<file path="src/shared/timer1_params.svh">
// Constants of the timer 1 capture and interrupt flag block.
// Assumes byte addressing on a 32-bit AHB-Lite bus, one word per register.
// How it works
// - Capture event copies counter into capture register
// - Capture bytes read atomically via shared high latch
// - Capture register may act as counter TOP
// - Reserved flag and mask bits read zero
// - Capture vector needs enable, global and flag
// - Compare C vector needs enable, global, flag
// - Compare B vector needs enable, global, flag
// - Compare A vector needs enable, global, flag
// - Overflow vector needs enable, global and flag
// - Capture pin event sets capture flag
// - Capture-as-TOP mode: flag set on reaching TOP
// - Flags clear on vector or written one
// - Compare flag set one tick after match
// - Forced compare strobe sets no flag
// - Overflow flag set on overflow in normal/clear-on-compare
`ifndef TIMER1_PARAMS_SVH
`define TIMER1_PARAMS_SVH

// ************************************************************
// Register map: word index, byte address is four times it
// ************************************************************
`define T1_IDX_W        10
`define T1_IDX_FLAGS    10'h036
`define T1_IDX_MASK     10'h06f
`define T1_IDX_CTRL     10'h080
`define T1_IDX_FORCE    10'h081
`define T1_IDX_CAP_LOW  10'h086
`define T1_IDX_CAP_HIGH 10'h087

// ************************************************************
// Field positions
// ************************************************************
`define T1_BIT_OVF      0
`define T1_BIT_CMP_A    1
`define T1_BIT_CMP_B    2
`define T1_BIT_CMP_C    3
`define T1_BIT_CAP      5
`define T1_CTRL_EDGE    4
`define T1_CTRL_SRC     5
`define T1_NUM_FLAGS    5
`define T1_NUM_CMP      3

// ************************************************************
// Reset values and fixed values
// ************************************************************
`define T1_FLAGS_RST    1'b0
`define T1_MASK_RST     5'h00
`define T1_CTRL_RST     6'h00
`define T1_BYTE_ZERO    8'h00
`define T1_UPPER_ZERO   24'h000000
`define T1_COUNT_W      16
`define T1_COUNT_MAX    16'hffff
`define T1_HTRANS_NONSEQ 2'b10

// ************************************************************
// Waveform modes
// ************************************************************
`define T1_MODE_NORMAL   4'h0
`define T1_MODE_CLR_A    4'h4
`define T1_MODE_CLR_B    4'hc
`define T1_MODE_PFC_CAP  4'h8
`define T1_MODE_PC_CAP   4'ha
`define T1_MODE_FAST_CAP 4'he

`endif

</file>
<file path="src/shared/timer1_pkg.sv">
// Types shared by the timer 1 capture and interrupt flag block.
// Assumes the constants header is compiled alongside.
package timer1_pkg;
  typedef logic [4:0]  flag_vec_t;
  typedef logic [3:0]  wave_mode_t;
  typedef logic [7:0]  reg_byte_t;
  typedef logic [15:0] count_t;
endpackage

</file>
<file path="src/hw/sticky_flag.sv">
// One interrupt flag: set by hardware, cleared by software or vector.
// Assumes set and clear are single-cycle pulses in the hclk domain.
`timescale 1ns/10ps
module sticky_flag #(
  parameter logic RESET_VALUE = 1'b0
) (
  input  wire logic hclk,
  input  wire logic hresetn,
  input  wire logic set,
  input  wire logic clear,
  output logic      flag
);
  wire next_flag = set | (flag & ~clear);

  always_ff @(posedge hclk or negedge hresetn)
  begin
    if (!hresetn)
      flag <= RESET_VALUE;
    else
      flag <= next_flag;
  end
endmodule

</file>
<file path="src/hw/timer1_capture_irq.sv">
// Timer 1 input capture register, interrupt mask and interrupt flags.
// Assumes an external counter, compare registers and tick, all on hclk.
`timescale 1ns/10ps
`include "timer1_params.svh"
module timer1_capture_irq
  import timer1_pkg::*;
#(
  parameter int COUNT_W = `T1_COUNT_W
) (
  input  wire logic               hclk,
  input  wire logic               hresetn,
  input  wire logic               hsel,
  input  wire logic [31:0]        haddr,
  input  wire logic [1:0]         htrans,
  input  wire logic               hwrite,
  input  wire logic [2:0]         hsize,
  input  wire logic [31:0]        hwdata,
  input  wire logic               hready,
  output logic      [31:0]        hrdata,
  output logic                    hreadyout,
  output logic                    hresp,
  input  wire logic [COUNT_W-1:0] timer1_count,
  input  wire logic               count_tick,
  input  wire logic [COUNT_W-1:0] compare_a_value,
  input  wire logic [COUNT_W-1:0] compare_b_value,
  input  wire logic [COUNT_W-1:0] compare_c_value,
  input  wire logic               capture_input_pin,
  input  wire logic               comparator_out,
  input  wire logic               global_irq_enable,
  input  wire logic [4:0]         vector_ack,
  output logic      [4:0]         vector_request,
  output logic                    irq,
  output logic      [COUNT_W-1:0] capture_value,
  output logic                    capture_is_top,
  output logic      [2:0]         force_compare_strobe
);

  // ************************************************************
  // Bus slave
  // ************************************************************
  logic              wr_pend;
  logic [`T1_IDX_W-1:0] wr_idx;
  logic [7:0]        temp_high;
  flag_vec_t         flags;
  flag_vec_t         irq_mask_reg;
  wave_mode_t        waveform_mode_field;
  logic              edge_rising;
  logic              src_comparator;

  wire addr_ok = hsel & (htrans == `T1_HTRANS_NONSEQ) & hready;
  wire rd_go   = addr_ok & ~hwrite;
  wire [`T1_IDX_W-1:0] rd_idx = haddr[`T1_IDX_W+1:2];
  wire reg_byte_t wbyte = hwdata[7:0];

  wire wr_flags = wr_pend & (wr_idx == `T1_IDX_FLAGS);
  wire wr_mask  = wr_pend & (wr_idx == `T1_IDX_MASK);
  wire wr_ctrl  = wr_pend & (wr_idx == `T1_IDX_CTRL);
  wire wr_force = wr_pend & (wr_idx == `T1_IDX_FORCE);
  wire wr_cap_l = wr_pend & (wr_idx == `T1_IDX_CAP_LOW);
  wire wr_cap_h = wr_pend & (wr_idx == `T1_IDX_CAP_HIGH);
  wire rd_cap_l = rd_go & (rd_idx == `T1_IDX_CAP_LOW);

  // Register layout of the flag and mask bytes
  function automatic reg_byte_t to_layout(flag_vec_t v);
    reg_byte_t b;
    b = `T1_BYTE_ZERO;
    b[`T1_BIT_CAP] = v[4];
    b[`T1_BIT_CMP_C:`T1_BIT_OVF] = v[3:0];
    return b;
  endfunction

  function automatic flag_vec_t from_layout(reg_byte_t b);
    return {b[`T1_BIT_CAP], b[`T1_BIT_CMP_C:`T1_BIT_OVF]};
  endfunction

  wire reg_byte_t flags_byte = to_layout(flags);
  wire reg_byte_t mask_byte  = to_layout(irq_mask_reg);
  wire reg_byte_t ctrl_byte  = {2'b00, src_comparator, edge_rising,
                                waveform_mode_field};
  wire reg_byte_t rd_mux =
    (rd_idx == `T1_IDX_FLAGS)    ? flags_byte :
    (rd_idx == `T1_IDX_MASK)     ? mask_byte :
    (rd_idx == `T1_IDX_CTRL)     ? ctrl_byte :
    (rd_idx == `T1_IDX_CAP_LOW)  ? capture_value[7:0] :
    (rd_idx == `T1_IDX_CAP_HIGH) ? temp_high : `T1_BYTE_ZERO;

  always_ff @(posedge hclk or negedge hresetn)
  begin
    if (!hresetn)
    begin
      wr_pend   <= 1'b0;
      wr_idx    <= '0;
      hrdata    <= '0;
      hreadyout <= 1'b0;
      hresp     <= 1'b0;
    end
    else
    begin
      wr_pend   <= addr_ok & hwrite;
      hreadyout <= 1'b1;
      hresp     <= 1'b0;
      if (addr_ok)
        wr_idx <= rd_idx;
      if (rd_go)
        hrdata <= {`T1_UPPER_ZERO, rd_mux};
    end
  end

  // ************************************************************
  // Shared high-byte latch
  // ************************************************************
  always_ff @(posedge hclk or negedge hresetn)
  begin
    if (!hresetn)
      temp_high <= `T1_BYTE_ZERO;
    else if (wr_cap_h)
      temp_high <= wbyte;
    else if (rd_cap_l)
      temp_high <= capture_value[15:8];
  end

  // ************************************************************
  // Control, mask and force strobes
  // ************************************************************
  always_ff @(posedge hclk or negedge hresetn)
  begin
    if (!hresetn)
    begin
      irq_mask_reg <= `T1_MASK_RST;
      {src_comparator, edge_rising, waveform_mode_field} <= `T1_CTRL_RST;
      force_compare_strobe <= '0;
    end
    else
    begin
      if (wr_mask)
        irq_mask_reg <= from_layout(wbyte);
      if (wr_ctrl)
        {src_comparator, edge_rising, waveform_mode_field} <= wbyte[5:0];
      force_compare_strobe <= wr_force ? wbyte[2:0] : 3'b000;
    end
  end

  // ************************************************************
  // Mode decode
  // ************************************************************
  wire top_mode = (waveform_mode_field == `T1_MODE_PFC_CAP) |
                  (waveform_mode_field == `T1_MODE_PC_CAP) |
                  (waveform_mode_field == `T1_MODE_FAST_CAP);
  wire ovf_mode = (waveform_mode_field == `T1_MODE_NORMAL) |
                  (waveform_mode_field == `T1_MODE_CLR_A) |
                  (waveform_mode_field == `T1_MODE_CLR_B);

  // ************************************************************
  // Capture
  // ************************************************************
  logic src_q;
  wire  src_now   = src_comparator ? comparator_out : capture_input_pin;
  wire  edge_seen = edge_rising ? (src_now & ~src_q) : (~src_now & src_q);
  // Pin is disconnected while the capture register serves as TOP
  wire  cap_event = edge_seen & ~top_mode;
  wire  at_top    = count_tick & (timer1_count == capture_value);

  always_ff @(posedge hclk or negedge hresetn)
  begin
    if (!hresetn)
    begin
      src_q          <= 1'b0;
      capture_value  <= '0;
      capture_is_top <= 1'b0;
    end
    else
    begin
      src_q          <= src_now;
      capture_is_top <= top_mode;
      if (cap_event)
        capture_value <= timer1_count;
      else if (wr_cap_l)
        capture_value <= {temp_high, wbyte};
    end
  end

  // ************************************************************
  // Compare and overflow events
  // ************************************************************
  logic [`T1_NUM_CMP-1:0] match_q;
  wire  [`T1_NUM_CMP-1:0] match_now = {
    timer1_count == compare_c_value,
    timer1_count == compare_b_value,
    timer1_count == compare_a_value};

  always_ff @(posedge hclk or negedge hresetn)
  begin
    if (!hresetn)
      match_q <= '0;
    else if (count_tick)
      match_q <= match_now;
  end

  // Force strobes are deliberately absent from the set terms
  wire [`T1_NUM_CMP-1:0] cmp_set = {`T1_NUM_CMP{count_tick}} & match_q;
  wire ovf_set = count_tick & ovf_mode & (timer1_count == `T1_COUNT_MAX);
  wire cap_set = top_mode ? at_top : cap_event;

  // ************************************************************
  // Interrupt flags
  // ************************************************************
  wire flag_vec_t flag_set = {cap_set, cmp_set, ovf_set};
  wire flag_vec_t flag_clr = ({`T1_NUM_FLAGS{wr_flags}} &
                              from_layout(wbyte)) | vector_ack;

  genvar gi;
  generate
    for (gi = 0; gi < `T1_NUM_FLAGS; gi++)
    begin : g_flag
      sticky_flag #(
        .RESET_VALUE (`T1_FLAGS_RST)
      ) u_flag (
        .hclk    (hclk),
        .hresetn (hresetn),
        .set     (flag_set[gi]),
        .clear   (flag_clr[gi]),
        .flag    (flags[gi])
      );
    end
  endgenerate

  // ************************************************************
  // Vector requests and interrupt line
  // ************************************************************
  wire flag_vec_t next_request = flags & irq_mask_reg &
                                 {`T1_NUM_FLAGS{global_irq_enable}};

  always_ff @(posedge hclk or negedge hresetn)
  begin
    if (!hresetn)
    begin
      vector_request <= '0;
      irq            <= 1'b0;
    end
    else
    begin
      vector_request <= next_request;
      irq            <= |next_request;
    end
  end
endmodule

</file>
<file path="config.mk">
export PLATFORM = sky130hd
export DESIGN_NAME = timer1_capture_irq
export DESIGN_NICKNAME = d
export VERILOG_FILES = /design/src/shared/timer1_pkg.sv /design/src/hw/sticky_flag.sv /design/src/hw/timer1_capture_irq.sv
export VERILOG_INCLUDE_DIRS = /design/src /design/src/shared
export SDC_FILE = /design/constraint.sdc
export NUM_CORES = 1
export LEC_CHECK = 0
export ABC_AREA = 0
export BUFFER_PORTS_ARGS = -buffer_cell sky130_fd_sc_hd__clkbuf_2
export CAP_MARGIN = 0
export CORE_MARGIN = 3
export CORE_UTILIZATION = 48
export DETAILED_ROUTE_END_ITERATION = 6
export PLACE_DENSITY = 0.83
export SLEW_MARGIN = 10
export SYNTH_ARGS = -nofsm -noshare
export SYNTH_HDL_FRONTEND = slang
export SYNTH_SLANG_ARGS = --single-unit
export TNS_END_PERCENT = 100
</file>
<file path="constraint.sdc">
create_clock -name hclk -period 2.4 [get_ports hclk]
set_clock_uncertainty 0.1 [all_clocks]
set_input_delay 0.12 -clock hclk [delete_from_list [all_inputs] [get_ports hclk]]
set_output_delay 0.12 -clock hclk [all_outputs]
set_load 0.05 [all_outputs]
</file>
==> flow_metrics.env, run 1 <==
export IMPL_status="completed"
export IMPL_maxSlewHeadroom=0.614
export IMPL_synthCells=463
export IMPL_syn_area_um2=4510
export IMPL_largest_register="capture_value"
export IMPL_drc=0
export IMPL_cp_max_fo=5
export IMPL_final_common_cell="clkbuf_2"
export IMPL_grt_pass1_vias=4041
export IMPL_vias=4219
export IMPL_largest_reg_flops=16
export IMPL_antenna_cells=0
export IMPL_gr_total_overflow=0
export IMPL_slew_violations=0
export IMPL_final_core_util=0.626
export IMPL_final_cell_mix="clkbuf_2 (131), dfrtp_1 (74), xnor2_1 (50)"
export IMPL_grt_max_degree=56
export IMPL_post_synth_top_area_cell="dfrtp_1"
export IMPL_gp_congestion=0.906
export IMPL_ant_nets=0
export IMPL_drt_pass1_iterations=5
export IMPL_crit_path_end_kind="flop"
export IMPL_htreeDepth=3
export IMPL_cp_arrival_ns=2.31
export IMPL_clockBufferDepth=2
export IMPL_irDropWorstVdd_uv=383
export IMPL_viasPerCell=5.91
export IMPL_num_nets_final=748
export IMPL_tritoncts="yes"
export IMPL_cts_sinks=74
export IMPL_cts_root_buf="clkbuf_8"
export IMPL_min_period_ns=2.17
export IMPL_final_setup_tns_ns=0
export IMPL_clkLatencyLatePin_ns=0.36
export IMPL_fmax_mhz=460
export IMPL_num_rows=34
export IMPL_ys_warn_count=0
export IMPL_power_leakage_nw=2.51
export IMPL_critical_path_class="flop to flop"
export IMPL_grt_use_total=0.250
export IMPL_numCtsBuffers=9
export IMPL_synth_top_cell_area_share=0.410
export IMPL_ys_async_sr_fraction=1.00
export IMPL_ys_ff_latch=74
export IMPL_synth_edf_count=0
export IMPL_first_iter_violations=352
export IMPL_routed_wl_mm=13.5
export IMPL_fp_dieH_um=103
export IMPL_area_growth_pct=23.9
export IMPL_p_per_area_nw_per_um2=623
export IMPL_crit_required_ns=2.54
export IMPL_synthFlopType="dfrtp_1"
export IMPL_setup_viol=0
export IMPL_die_x_um=103
export IMPL_core_um2=8930
export IMPL_tightest_slew_ns=0.577
export IMPL_drive_above_1_share=0.322
export IMPL_rsz0062_at_grt="no"
export IMPL_wire_per_inst_um=18.9
export IMPL_synth_cell_types=49
export IMPL_start_kind="flop"
export IMPL_finalHoldViolations=0
export IMPL_grt_pass1_wl_mm=20.4
export IMPL_port_buffer_count=132
export IMPL_clk_pin_slew_ns=0.08
export IMPL_cap_violations=0
export IMPL_hpwl_mm=10.0
export IMPL_seq_area_frac_synth=0.410
export IMPL_io_pin_count=207
export IMPL_start_util=0.505
export IMPL_ys_top_cells_by_area="dfrtp_1 (41%), xnor2_1 (9.7%), mux2_2 (6.2%)"
export IMPL_hold_path_class="input port to flop"
export IMPL_largestRegisters="capture_value: 16 flops, wr_idx: 10 flops"
export IMPL_antenna_found_initial=0
export IMPL_syn_area_per_cell_um2=9.75
export IMPL_die_area_um2=10600
export IMPL_fin_crit_sh=0.905
-- through the flow --
stage	std cells	hold slack [ns]	instance area [um^2]	setup WS, ns	power [mW]
after CTS	714	0.00576	5590	0.217	3.49
after floorplan	487	-0.276	4600	0.232	2.13
final	714	0.0188	5590	0.228	3.48
after detailed placement	677	0.00606	5160	0.228	2.40
after global routing	714	0.0242	5590	0.149	3.63
after global placement	677	-0.00887	5160	0.266	2.38
-- power breakdown --
part           internal [mW]  leakage, nW  switching (mW)  total [mW]
clock network          0.589        0.107           0.475        1.06
logic                  0.319         1.47           0.617       0.935
registers               1.36        0.932           0.128        1.48
-- path summary, 6_finish.rpt --
kind | cells after the start | end | slack, ns | from
max | 4 | irq_mask_reg[0] | 0.23 | wr_idx[9]
min | 2 | g_flag[1].u_flag.flag | 0.02 | count_tick
max reg2reg | 4 | irq_mask_reg[0] | 0.23 | wr_idx[9]
min reg2reg | 2 | hrdata[6] | 0.40 | hrdata[6]
max in group asynchronous | 3 | irq_mask_reg[0] | 1.38 | hresetn
min in group asynchronous | 2 | wr_idx[0] | 0.16 | hresetn
-- cell usage after synthesis, types with 3 or more instances --
| cell type | count |
|---|---|
| nand4b_1 | 3 |
| nand4_1 | 16 |
| a21oi_1 | 15 |
| buf_2 | 3 |
| nand2_1 | 12 |
| a31oi_1 | 16 |
| o21ai_0 | 19 |
| a221oi_1 | 4 |
| or2_2 | 5 |
| mux2_2 | 25 |
| clkbuf_1 | 30 |
| a22o_1 | 3 |
| buf_4 | 25 |
| nor2_1 | 11 |
| and2_1 | 6 |
| and3_1 | 6 |
| xor2_1 | 14 |
| nor4_1 | 10 |
| inv_1 | 10 |
| nand3_1 | 21 |
| o311ai_0 | 3 |
| nand2b_1 | 3 |
| mux2i_1 | 14 |
| nor3_1 | 32 |
| a32o_1 | 4 |
| xnor2_1 | 50 |
| o22ai_1 | 3 |
| dfrtp_1 | 74 |
-- kinds of logic (layout without fill, tap and decap cells) --
group / Yosys count / in the layout / synth area share
other cells: 2 / 26 / 0.00166
buf+inv: 70 / 189 / 0.0798
compound gates: 75 / 75 / 0.107
flops: 74 / 74 / 0.410
xor+xnor: 64 / 64 / 0.124
mux: 39 / 39 / 0.0934
simple gates: 139 / 139 / 0.184
-- final cells by class --
class	instances	area, um^2
fill	725	3340
clock inverter	6	90.1
multi-input combinational	343	2390
sequential	74	1850
tap	108	135
inverter	10	37.5
clock buffer	10	128
timing repair buffer	163	958
-- worst max-delay path: stages, from the launching register on --
cell and delay (ns):
dfrtp_1 0.38, or3b_4 0.42, or2_2 0.35, nor4b_4 0.43, mux2_2 0.39
-- metal layers --
layer | vias to the layer above | track usage | routed length, um
met5 | - | 0 | 0
met4 | 0 | 0.115 | 423
met3 | 47 | 0.0589 | 1150
met2 | 251 | 0.392 | 6520
met1 | 2026 | 0.328 | 5370
li1 | 1895 | - | -
-- repair_timing --
action | 4_1_cts | 5_1_grt
gates resized for setup | 0 | 0
hold buffers | 21 | 0
buffers inserted | 0 | 0
setup endpoints to repair | 0 | 0
hold endpoints to repair | 46 | 0
Note: power is estimated with default switching activity, not from simulation.
==> inputs of run 2 (changes only) <==
--- a/config.mk
+++ b/config.mk
@@ -13,6 +13,7 @@
 export CORE_UTILIZATION = 48
 export DETAILED_ROUTE_END_ITERATION = 6
 export PLACE_DENSITY = 0.83
+export RECOVER_POWER = 100
 export SLEW_MARGIN = 10
 export SYNTH_ARGS = -nofsm -noshare
 export SYNTH_HDL_FRONTEND = slang
==> flow_metrics.env, run 2 (synthesis results as in run 1) <==
export IMPL_hold_path_class="input port to flop"
export IMPL_grt_max_degree=56
export IMPL_cp_arrival_ns=2.35
export IMPL_fin_crit_sh=0.920
export IMPL_crit_required_ns=2.54
export IMPL_cp_top_family="simple AND/OR/NAND/NOR gates"
export IMPL_met2_usage=0.392
export IMPL_clockBufferDepth=2
export IMPL_cp_max_fo=5
export IMPL_rsz0062_at_grt="no"
export IMPL_largest_register="capture_value"
export IMPL_drc=0
export IMPL_crit_chain="or3b_1, or2_2, nor4b_4, mux2_2"
export IMPL_clkLatencyLatePin_ns=0.36
export IMPL_grt_pass1_vias=4041
export IMPL_tightest_slew_ns=1.06
export IMPL_irDropWorstVdd_uv=377
export IMPL_worstReg2RegEnd="irq_mask_reg[0]"
export IMPL_clk_pin_slew_ns=0.07
export IMPL_gp_congestion=0.906
export IMPL_hpwl_mm=10.0
export IMPL_gr_total_overflow=0
export IMPL_finalNonFillerCells=714
export IMPL_cap_violations=0
export IMPL_core_um2=8930
export IMPL_power_leakage_nw=2.36
export IMPL_io_pin_count=207
export IMPL_num_rows=34
export IMPL_holdWs_ns=0.0146
export IMPL_port_buffer_count=132
export IMPL_status="completed"
export IMPL_critical_path_class="flop to flop"
export IMPL_r2r_cells=4
export IMPL_maxSlewHeadroom=0.291
export IMPL_ant_nets=0
export IMPL_hold_end="force_compare_strobe[0]"
export IMPL_antenna_cells=0
export IMPL_fmax_mhz=453
export IMPL_finalHoldViolations=0
export IMPL_slew_violations=0
export IMPL_grt_pass1_wl_mm=20.4
export IMPL_cts_root_buf="clkbuf_8"
export IMPL_start_util=0.505
export IMPL_dp_slack_ns=0.228
export IMPL_numCtsBuffers=9
export IMPL_met1_usage=0.328
export IMPL_htreeDepth=3
export IMPL_min_period_ns=2.21
export IMPL_num_nets_final=748
export IMPL_tritoncts="yes"
export IMPL_viasPerCell=5.97
export IMPL_timing_final_ws_setup_ns=0.193
export IMPL_final_setup_tns_ns=0
export IMPL_dpl_cell_count=677
export IMPL_die_area_um2=10600
export IMPL_use_met3=0.0589
export IMPL_crit_buf_inv=0
export IMPL_drt_pass1_iterations=5
export IMPL_largestRegisters="capture_value: 16 flops, wr_idx: 10 flops"
export IMPL_first_iter_violations=373
export IMPL_area_growth_pct=22.0
export IMPL_wire_per_inst_um=18.8
export IMPL_reg2reg_slack_ns=0.19
export IMPL_hold_depth=2
export IMPL_start_kind="flop"
export IMPL_final_common_cell="clkbuf_2"
export IMPL_largest_reg_flops=16
export IMPL_p_per_area_nw_per_um2=627
export IMPL_critPathSlowestCell="or3b_1"
export IMPL_grt_busiest_layer="met2"
export IMPL_die_x_um=103
export IMPL_reg2reg_from="wr_idx[9]"
export IMPL_antenna_found_initial=0
export IMPL_finalInstanceArea_um2=5510
export IMPL_cts_sinks=74
export IMPL_slowest_delay_ns=0.44
export IMPL_placed_area_um2=5160
export IMPL_routed_wl_mm=13.4
export IMPL_fp_dieH_um=103
export IMPL_grt_use_total=0.250
export IMPL_crit_path_end_kind="flop"
export IMPL_setup_viol=0
export IMPL_cts_resized=0
export IMPL_final_cell_mix="clkbuf_2 (93), dfrtp_1 (74), xnor2_1 (50)"
export IMPL_vias=4261
export IMPL_drive_above_1_share=0.244
export IMPL_timing_hold_worst_start="hwdata[0]"
==> run 2: cell types whose count changed in the layout (fill, tap and decap cells not counted) <==
cell	before	now
and2_1	6	5
mux2_2	25	24
or4b_4	1	0
buf_12	1	0
buf_2	1	0
or3b_1	0	1
or4b_1	1	2
clkbuf_1	1	45
or3b_4	1	0
clkbuf_4	0	1
clkbuf_2	131	93
and2_0	0	1
buf_4	9	4
mux2_1	0	1
==> run 2: layout make-up <==
class	instances	area [um^2]
inverters	10	37.5
repair buffers	163	878
well taps	108	135
flip-flops and latches	74	1850
clock buffers	10	128
multi-input cells	343	2380
fillers	760	3430
clock inverters	6	90.1
==> run 2: worst max-delay path by stage <==
stage	from	to	slack [ns]	cells past startpoint
after global placement	wr_idx[9]	irq_mask_reg[4]	0.27	4
after detailed placement	wr_idx[9]	irq_mask_reg[0]	0.23	4
after global routing	wr_idx[5]	temp_high[3]	0.08	5
after floorplan	wr_idx[9]	irq_mask_reg[0]	0.23	5
final	wr_idx[9]	irq_mask_reg[0]	0.19	4
after CTS	wr_idx[9]	irq_mask_reg[0]	0.22	4
==> run 2: through the flow <==
step	util	power, mW
floorplan	-	2.13
global placement	0.578	2.38
detailed placement	0.578	2.40
CTS	0.626	3.49
global route	0.616	3.60
finish	0.616	3.45
==> run 2: where the power goes <==
part	total, mW	leakage (nW)	switching, mW	internal [mW]
Clock	1.06	0.107	0.473	0.589
Combinational	0.910	1.32	0.614	0.296
Sequential	1.48	0.932	0.127	1.36
Total	3.45	2.36	1.21	2.24
==> run 2: worst reg2reg max path: cells and delay by family (launching register included) <==
kind	cells	cell delay, ns
AND/OR/NAND/NOR	3	1.24
multiplexers	1	0.39
flip-flops	1	0.37
==> run 2: what timing repair did <==
| action | 4_1_cts | 5_1_grt |
|---|---|---|
| buffers inserted | 0 | 0 |
| endpoints found under the hold margin | 46 | 0 |
| hold buffers | 21 | 0 |
==> run 2: metal layers <==
metal	wire, um	up-vias
met2	6490	282
met3	1290	57
met4	487	0
met1	5150	2034
met5	0	-
li1	-	1888
